[src/lpm_consts.svh]
`ifndef LPM_CONSTS_SVH
`define LPM_CONSTS_SVH

// Special function register addresses
`define LPM_ADDR_EIRQ_EN2 8'he7
`define LPM_ADDR_EIRQ_PRI2 8'hf7
`define LPM_ADDR_PWR_CTRL 8'h87
`define LPM_ADDR_PWR_CFG 8'hb3

// Reset values
`define LPM_RST_EIRQ_EN2 8'h00
`define LPM_RST_EIRQ_PRI2 8'h00
`define LPM_RST_PWR_CTRL 8'h00
`define LPM_RST_PWR_CFG 8'h00

// Power control field positions
`define LPM_PC_IDLE 0
`define LPM_PC_STOP 1
// Power management configuration field positions
`define LPM_PM_WAKE_EN_LO 0
`define LPM_PM_WAKE_EN_HI 3
`define LPM_PM_SUSPEND 6
`define LPM_PM_SLEEP 7

// Number of wake-capable interrupt sources in the extended registers
`define LPM_NUM_XIRQ 4
// Resume vector after any reset
`define LPM_RESET_VECTOR 16'h0000

`endif

[src/lpm_pkg.sv]
package lpm_pkg;

	typedef enum logic [2:0] {
		LPM_NORMAL = 3'b000,
		LPM_IDLE = 3'b001,
		LPM_STOP = 3'b010,
		LPM_SUSPEND = 3'b011,
		LPM_SLEEP = 3'b100
	} lpm_mode_type;

	typedef struct packed {
		logic [7:0] irq_en;
		logic [7:0] irq_pri;
		logic [7:0] pwr_ctrl;
		logic [7:0] pwr_cfg;
		logic [7:0] rdata;
	} lpm_regs_type;

endpackage

[src/lpm_ctl_if.sv]
`timescale 1ns/1ps
interface lpm_ctl_if;
	logic idle_req;
	logic stop_req;
	logic suspend_req;
	logic sleep_req;
	logic [3:0] wake_en;
	logic [7:0] irq_en;
	logic [7:0] irq_pri;
	logic idle_clear;
	logic suspend_clear;

	modport regs (
		output idle_req, stop_req, suspend_req, sleep_req, wake_en,
		output irq_en, irq_pri,
		input idle_clear, suspend_clear
	);
	modport seq (
		input idle_req, stop_req, suspend_req, sleep_req, wake_en,
		input irq_en, irq_pri,
		output idle_clear, suspend_clear
	);
endinterface

[src/lpm_regs.sv]
`timescale 1ns/1ps
`include "lpm_consts.svh"
module lpm_regs
	import lpm_pkg::*;
(
	input wire logic sys_clk_i, // System clock
	input wire logic srst_i, // Synchronous reset
	input wire logic sfr_wr_i, // Register write strobe
	input wire logic sfr_rd_i, // Register read strobe
	input wire logic [7:0] sfr_addr_i, // Register address
	input wire logic [7:0] sfr_wdata_i, // Write data
	output logic [7:0] sfr_rdata_o, // Read data
	lpm_ctl_if.regs ctl // Mode controls
);
	lpm_regs_type state_reg;
	lpm_regs_type state_next;
	logic wr_en2;
	logic wr_pri2;
	logic wr_pc;
	logic wr_pm;

	always_comb
	begin
		state_next = state_reg;
		wr_en2 = sfr_wr_i && sfr_addr_i == `LPM_ADDR_EIRQ_EN2;
		wr_pri2 = sfr_wr_i && sfr_addr_i == `LPM_ADDR_EIRQ_PRI2;
		wr_pc = sfr_wr_i && sfr_addr_i == `LPM_ADDR_PWR_CTRL;
		wr_pm = sfr_wr_i && sfr_addr_i == `LPM_ADDR_PWR_CFG;
		if (wr_en2)
			state_next.irq_en = {4'h0, sfr_wdata_i[3:0]};
		if (wr_pri2)
			state_next.irq_pri = {4'h0, sfr_wdata_i[3:0]};
		if (wr_pc)
			state_next.pwr_ctrl = sfr_wdata_i;
		else
			state_next.pwr_ctrl[`LPM_PC_STOP] = 1'b0;
		// Wake clears idle; a fresh write in the same cycle wins
		if (ctl.idle_clear && !wr_pc)
			state_next.pwr_ctrl[`LPM_PC_IDLE] = 1'b0;
		if (wr_pm)
			state_next.pwr_cfg = sfr_wdata_i;
		if (ctl.suspend_clear && !wr_pm)
		begin
			state_next.pwr_cfg[`LPM_PM_SUSPEND] = 1'b0;
			state_next.pwr_cfg[`LPM_PM_SLEEP] = 1'b0;
		end
		state_next.rdata = 8'h00;
		if (sfr_rd_i)
		begin
			unique case (sfr_addr_i)
				`LPM_ADDR_EIRQ_EN2: state_next.rdata = state_reg.irq_en;
				`LPM_ADDR_EIRQ_PRI2: state_next.rdata = state_reg.irq_pri;
				`LPM_ADDR_PWR_CTRL: state_next.rdata =
					state_reg.pwr_ctrl & 8'hfd;
				`LPM_ADDR_PWR_CFG: state_next.rdata = state_reg.pwr_cfg;
				default: state_next.rdata = 8'h00;
			endcase
		end
	end

	always_ff @(posedge sys_clk_i)
	begin
		if (srst_i)
		begin
			state_reg.irq_en <= `LPM_RST_EIRQ_EN2;
			state_reg.irq_pri <= `LPM_RST_EIRQ_PRI2;
			state_reg.pwr_ctrl <= `LPM_RST_PWR_CTRL;
			state_reg.pwr_cfg <= `LPM_RST_PWR_CFG;
			state_reg.rdata <= 8'h00;
		end
		else
			state_reg <= state_next;
	end

	assign sfr_rdata_o = state_reg.rdata;
	assign ctl.idle_req = state_reg.pwr_ctrl[`LPM_PC_IDLE];
	assign ctl.stop_req = state_reg.pwr_ctrl[`LPM_PC_STOP];
	assign ctl.suspend_req = state_reg.pwr_cfg[`LPM_PM_SUSPEND];
	assign ctl.sleep_req = state_reg.pwr_cfg[`LPM_PM_SLEEP];
	assign ctl.wake_en =
		state_reg.pwr_cfg[`LPM_PM_WAKE_EN_HI:`LPM_PM_WAKE_EN_LO];
	assign ctl.irq_en = state_reg.irq_en;
	assign ctl.irq_pri = state_reg.irq_pri;
endmodule

[src/lpm_seq.sv]
`timescale 1ns/1ps
`include "lpm_consts.svh"
module lpm_seq
	import lpm_pkg::*;
#(
	parameter int NUM_XIRQ = `LPM_NUM_XIRQ
)
(
	input wire logic sys_clk_i, // System clock
	input wire logic srst_i, // Synchronous reset
	input wire logic instr_retire_i, // Writing instruction completed
	input wire logic any_irq_i, // Any enabled core interrupt
	input wire logic [NUM_XIRQ-1:0] xirq_raw_i, // Synced extended sources
	input wire logic [3:0] wake_evt_i, // Synced wake events
	output logic cpu_halt_o, // Core halted
	output logic clk_stop_o, // Internal clocks stopped
	output logic osc_halt_o, // Oscillators halted
	output logic power_down_o, // Power nets off, retention on
	output logic [NUM_XIRQ-1:0] xirq_hi_o, // High-priority requests
	output logic [NUM_XIRQ-1:0] xirq_lo_o, // Low-priority requests
	output logic [15:0] reset_vector_o, // Fetch address after reset
	output lpm_mode_type mode_o, // Current mode
	lpm_ctl_if.seq ctl // Mode controls
);
	typedef struct packed {
		lpm_mode_type mode;
		logic pend_idle;
		logic pend_stop;
		logic pend_susp;
		logic pend_sleep;
		logic [NUM_XIRQ-1:0] hi;
		logic [NUM_XIRQ-1:0] lo;
		logic idle_clr;
		logic susp_clr;
	} lpm_seq_type;

	lpm_seq_type state_reg;
	lpm_seq_type state_next;
	logic xirq_any;

	// Only four extended enable and priority bits exist
	if (NUM_XIRQ < 1 || NUM_XIRQ > `LPM_NUM_XIRQ)
	begin : g_bad_num
		$error("NUM_XIRQ out of range");
	end

	always_comb
	begin
		state_next = state_reg;
		state_next.idle_clr = 1'b0;
		state_next.susp_clr = 1'b0;
		// Requests wait for the writing instruction to retire
		// Mode bits still show for one cycle after a wake
		if (ctl.idle_req && state_reg.mode == LPM_NORMAL
			&& !state_reg.idle_clr)
			state_next.pend_idle = 1'b1;
		if (ctl.stop_req)
			state_next.pend_stop = 1'b1;
		if (state_reg.mode == LPM_NORMAL && !state_reg.susp_clr)
		begin
			if (ctl.sleep_req)
				state_next.pend_sleep = 1'b1;
			else if (ctl.suspend_req)
				state_next.pend_susp = 1'b1;
		end
		for (int i = 0; i < NUM_XIRQ; i++)
		begin
			state_next.hi[i] = xirq_raw_i[i] && ctl.irq_en[i]
				&& ctl.irq_pri[i];
			state_next.lo[i] = xirq_raw_i[i] && ctl.irq_en[i]
				&& !ctl.irq_pri[i];
		end
		unique case (state_reg.mode)
			LPM_NORMAL:
			begin
				if (instr_retire_i)
				begin
					// Stop wins over other pending requests
					if (state_reg.pend_stop)
						state_next.mode = LPM_STOP;
					else if (state_reg.pend_sleep)
						state_next.mode = LPM_SLEEP;
					else if (state_reg.pend_susp)
						state_next.mode = LPM_SUSPEND;
					else if (state_reg.pend_idle)
						state_next.mode = LPM_IDLE;
					state_next.pend_stop = 1'b0;
					state_next.pend_sleep = 1'b0;
					state_next.pend_susp = 1'b0;
					state_next.pend_idle = 1'b0;
				end
			end
			LPM_IDLE:
				if (any_irq_i || xirq_any)
				begin
					state_next.mode = LPM_NORMAL;
					state_next.idle_clr = 1'b1;
				end
			LPM_STOP:
				state_next.mode = LPM_STOP;
			LPM_SUSPEND, LPM_SLEEP:
				if (|(wake_evt_i & ctl.wake_en))
				begin
					state_next.mode = LPM_NORMAL;
					state_next.susp_clr = 1'b1;
				end
			default:
				state_next.mode = LPM_NORMAL;
		endcase
	end

	assign xirq_any = |(state_reg.hi | state_reg.lo);

	// Any reset ends every mode (watchdog, missing clock, pin)
	always_ff @(posedge sys_clk_i)
	begin
		if (srst_i)
			state_reg <= '0;
		else
			state_reg <= state_next;
	end

	assign mode_o = state_reg.mode;
	assign cpu_halt_o = state_reg.mode != LPM_NORMAL;
	assign clk_stop_o = state_reg.mode == LPM_STOP;
	assign osc_halt_o = state_reg.mode == LPM_SUSPEND ||
		state_reg.mode == LPM_SLEEP;
	assign power_down_o = state_reg.mode == LPM_SLEEP;
	assign xirq_hi_o = state_reg.hi;
	assign xirq_lo_o = state_reg.lo;
	assign reset_vector_o = `LPM_RESET_VECTOR;
	assign ctl.idle_clear = state_reg.idle_clr;
	assign ctl.suspend_clear = state_reg.susp_clr;
endmodule

[src/lpm_top.sv]
// Behaviour
// - Idle write halts CPU after instruction
// - Idle keeps peripherals and clocks running
// - Idle retains registers and memory
// - Enabled interrupt clears idle, resumes CPU
// - Service interrupt, then continue after idle
// - Reset ends idle, fetch from zero
// - Watchdog timeout reset ends idle
// - Stop write halts CPU and clocks
// - Stop keeps analog state, removes clock
// - Only reset ends stop, fetch zero
// - Missing clock reset ends stop
// - Only four wake events or reset end suspend/sleep
// - Wake resumes after requesting instruction
// - Sleep powers down, retains state and pins
// - Enable bits 3:0 unmask four interrupts
// - Priority bits 3:0 select high priority
// - Stop bit always reads zero
// - Enabled wake or reset ends suspend
`timescale 1ns/1ps
`include "lpm_consts.svh"
module lpm_top
	import lpm_pkg::*;
#(
	parameter int NUM_XIRQ = `LPM_NUM_XIRQ
)
(
	input wire logic sys_clk_i, // System clock, 100 MHz
	input wire logic srst_i, // Any device reset
	input wire logic sfr_wr_i, // Register write strobe
	input wire logic sfr_rd_i, // Register read strobe
	input wire logic [7:0] sfr_addr_i, // Register address
	input wire logic [7:0] sfr_wdata_i, // Write data
	output logic [7:0] sfr_rdata_o, // Read data
	input wire logic instr_retire_i, // Instruction completed
	input wire logic any_irq_i, // Other enabled interrupt pending
	input wire logic [NUM_XIRQ-1:0] xirq_i, // Extended irq sources, async
	input wire logic [3:0] wake_evt_i, // Wake events, async
	output logic cpu_halt_o, // Core halted
	output logic clk_stop_o, // Clocks stopped
	output logic osc_halt_o, // Oscillators halted
	output logic power_down_o, // Sleep power-down
	output logic [NUM_XIRQ-1:0] xirq_hi_o, // High-priority requests
	output logic [NUM_XIRQ-1:0] xirq_lo_o, // Low-priority requests
	output logic [15:0] reset_vector_o, // Fetch address after reset
	output lpm_mode_type mode_o // Current mode
);
	typedef struct packed {
		logic [NUM_XIRQ-1:0] xirq_s1;
		logic [NUM_XIRQ-1:0] xirq_s2;
		logic [3:0] wake_s1;
		logic [3:0] wake_s2;
	} lpm_sync_type;

	lpm_sync_type sync_reg;
	lpm_sync_type sync_next;
	lpm_ctl_if ctl ();

	always_comb
	begin
		sync_next.xirq_s1 = xirq_i;
		sync_next.xirq_s2 = sync_reg.xirq_s1;
		sync_next.wake_s1 = wake_evt_i;
		sync_next.wake_s2 = sync_reg.wake_s1;
	end

	always_ff @(posedge sys_clk_i)
	begin
		if (srst_i)
			sync_reg <= '0;
		else
			sync_reg <= sync_next;
	end

	lpm_regs u_regs (
		.sys_clk_i(sys_clk_i),
		.srst_i(srst_i),
		.sfr_wr_i(sfr_wr_i),
		.sfr_rd_i(sfr_rd_i),
		.sfr_addr_i(sfr_addr_i),
		.sfr_wdata_i(sfr_wdata_i),
		.sfr_rdata_o(sfr_rdata_o),
		.ctl(ctl)
	);

	lpm_seq #(.NUM_XIRQ(NUM_XIRQ)) u_seq (
		.sys_clk_i(sys_clk_i),
		.srst_i(srst_i),
		.instr_retire_i(instr_retire_i),
		.any_irq_i(any_irq_i),
		.xirq_raw_i(sync_reg.xirq_s2),
		.wake_evt_i(sync_reg.wake_s2),
		.cpu_halt_o(cpu_halt_o),
		.clk_stop_o(clk_stop_o),
		.osc_halt_o(osc_halt_o),
		.power_down_o(power_down_o),
		.xirq_hi_o(xirq_hi_o),
		.xirq_lo_o(xirq_lo_o),
		.reset_vector_o(reset_vector_o),
		.mode_o(mode_o),
		.ctl(ctl)
	);
endmodule

[config.mk]
export PLATFORM = sky130hd
export DESIGN_NAME = lpm_top
export DESIGN_NICKNAME = d
export VERILOG_FILES = /design/src/lpm_pkg.sv /design/src/lpm_ctl_if.sv /design/src/lpm_regs.sv /design/src/lpm_seq.sv /design/src/lpm_top.sv
export VERILOG_INCLUDE_DIRS = /design/src
export SDC_FILE = /design/constraint.sdc
export NUM_CORES = 1
export LEC_CHECK = 0
export BUFFER_PORTS_ARGS = -buffer_cell sky130_fd_sc_hd__buf_2
export CAP_MARGIN = 20
export CORE_ASPECT_RATIO = 1.5
export CORE_MARGIN = 2
export CORE_UTILIZATION = 50
export CTS_CLUSTER_DIAMETER = 80
export DETAILED_ROUTE_END_ITERATION = 8
export GPL_ROUTABILITY_DRIVEN = 1
export GPL_TIMING_DRIVEN = 0
export PLACE_DENSITY_LB_ADDON = 0.15
export SYNTH_ARGS = -nofsm -noshare
export SYNTH_HDL_FRONTEND = slang
export SYNTH_HIERARCHICAL = 1
export SYNTH_SLANG_ARGS = --single-unit
[constraint.sdc]
create_clock -name sys_clk_i -period 2.95 [get_ports sys_clk_i]
set_input_delay 0 -clock sys_clk_i [delete_from_list [all_inputs] [get_ports sys_clk_i]]
set_output_delay 0 -clock sys_clk_i [all_outputs]
set_load 0.05 [all_outputs]
==> reports/qor.log <==
qor: outcome.run_status complete, no violations
qor: power_and_ir_drop.ir_drop 364 uV
qor: power_and_ir_drop.power_report.internal_total 1.35 mW
qor: sta.worst-slew-pin-transition 0.746 ns
qor: critical_path.cp-start-kind flop
qor: detailed_routing.iteration_0_drc_count_of_the_detailed_router 76
qor: sta.setup_viol_count_final 0
qor: sta.finalMaxSlewViolations 0
qor: detailed_routing.detailroute.via_count 2311
qor: cells_and_area.final_cells 472
qor: power_and_ir_drop.seq_power_share 49.5%
qor: yosys.syn-cell-area 2850 um2
qor: yosys.ys.warnings.count 6
qor: sta.rsz_0062_raised_after_global_routing no
qor: global_route.gr-usage-all-layers 21.5%
qor: yosys.postSynthCellCount 301
qor: cts.clk_transition_reported_paths 0.07 ns
qor: placement.io_buffer_count 51
qor: cts.tritoncts_num_sinks 65
qor: power_and_ir_drop.power.share.clock 39.8%
qor: placement.placement.cell_area 3250 um2
qor: critical_path.cp-end-kind output port
qor: placement.dpl.hpwl 4380 um
qor: die.core_area 5490 um2
qor: sta.worst_slew_margin_rel 50.1%
qor: critical_path.endpoint_arrival_time_on_the_critical_path 1.69 ns
qor: power_and_ir_drop.leakage 1.64 nW
qor: sta.timing_hold_violations_final 0
qor: detailed_routing.drt-wirelength-per-cell 13.1 um
qor: power_and_ir_drop.power_frac_comb 10.7%
qor: cts.number_of_setup_buffers_added_after_cts 0
qor: placement.gp_routability_congestion 0.871
qor: cts.clock_tree.root_cell sky130_fd_sc_hd__clkbuf_8
qor: global_route.via_count_of_the_first_global_routing_pass 2196
qor: power_and_ir_drop.power_density 497 nW/um2
qor: detailed_routing.firstDrtPassIters 4
qor: die.floorplan_die_area 6330 um2
qor: critical_path.worstPathRequired 2.95 ns
qor: cells_and_area.nets 427
qor: critical_path.worstSetupPathType flop to output port
qor: flow_run.cap_viol_max_count 0
qor: power_and_ir_drop.switching_share 25.1%
qor: sta.worst_hold_slack 0.100 ns
qor: cts.post_cts_resized 0
qor: cts.worst_skew_pair.late_latency 0.34 ns
qor: critical_path.crit_path_max_fanout 8
qor: cells_and_area.design_area 3630 um2
qor: global_route.grt-ovfl-total 0
qor: die.chipHeight 96.5 um
qor: global_route.grt_first_pass_wirelength 10100 um
qor: detailed_routing.wirelength 6170 um
qor: sta.tns 0 ns
qor: sta.final_worst_path_cycle_share 57.3%
qor: global_route.grt_max_degree 15
qor: die.die_x 65.6 um
qor: die.design.portCount 69
qor: sta.final_period_minus_worst_setup_slack 1.69 ns
qor: min_path.hp-class input port to flop
qor: detailed_routing.antenna_left 0
qor: sta.fmax 592 MHz
qor: cts.holdBufCountCts 19
qor: power_and_ir_drop.switchingPower 452 uW
qor: sta.timing.clock.skew 0.00410 ns
qor: cts.cts_max_level 3
qor: placement.numPlacedInstances 437
qor: cells_and_area.area_delta_synth_final 27.3%
qor: die.rows 33
qor: detailed_routing.post_drt_via_cell_ratio 4.90
qor: cts.cts_tree done
qor: cells_and_area.num_antenna_cells 0
qor: cts.cts-root-to-sink-buffers 2
qor: detailed_routing.drc 0
qor: global_route.number_of_antenna_violations_at_the_first_check_in_global_routing 0
qor: cts.cts-buffers-inserted 9
qor: cells_and_area.drive_above_1_share 35.6%
qor: die.floorplan.initialDensity 51.9%
qor: yosys.avgSynthCellArea 9.47 um2
critical path, cell delays in order, from the launching register on:
cell and delay (ns):
sky130_fd_sc_hd__dfxtp_1 0.48, sky130_fd_sc_hd__inv_2 0.11, sky130_fd_sc_hd__or3_4 0.41, sky130_fd_sc_hd__o21ai_0 0.08
sky130_fd_sc_hd__buf_2 0.28
metrics by stage:
step | utilization [%] | setup WS (ns) | total power, mW
final | 66.1 | 1.26 | 1.80
after global routing | 66.1 | 1.16 | 1.88
after CTS | 66.1 | 1.24 | 1.82
after detailed placement | 59.2 | 1.53 | 1.08
after global placement | 59.2 | 1.55 | 1.08
after floorplan | - | 0.913 | 1.04
placed cells by master, fill, tap and decap left out, drive strengths merged, types with 7 or more instances in the layout:
master,n
nor2,26
conb,16
mux2i,10
buf,105
clkbuf,15
nor3,7
a21oi,18
dlygate4sd3,19
nand2,21
dfxtp,65
nor3b,7
inv,7
nor2b,12
nand3,15
power groups by stage:
stage                     Clock [mW]  Sequential (mW)  Combinational (mW)
after floorplan                    0            0.911               0.128
after global placement             0            0.913               0.170
after detailed placement           0            0.913               0.171
after CTS                      0.735            0.893               0.191
after global routing           0.781            0.893               0.206
final                          0.717            0.893               0.193
metal layers:
layer,wire [um],part of all wire [%],up-vias,GRT usage [%]
met4,227,3.7,0,15.1
met5,0,0,-,0
met3,250,4.1,15,3.71
met2,3250,53,61,37.0
li1,-,-,1168,-
met1,2450,40,1067,23.7
path summary, 6_finish.rpt:
check	from	to	slack (ns)	cells past startpoint
max reg2reg	u_seq/mode_o[0]	u_seq/state_reg[11]	1.52	4
min	srst_i	sync_reg[11]	0.10	2
min reg2reg	sync_next[1]	sync_reg[1]	0.44	1
max	u_seq/mode_o[2]	osc_halt_o	1.26	4
cell type report:
type	count	area, um2
fill	508	1860
inverter	7	26.3
multi-input combinational	186	1160
clock buffer	11	131
sequential	65	1300
clock inverter	5	56.3
tap	70	87.6
timing repair buffer	70	445
buffer	58	422
Power figures use the tool's default switching activity.
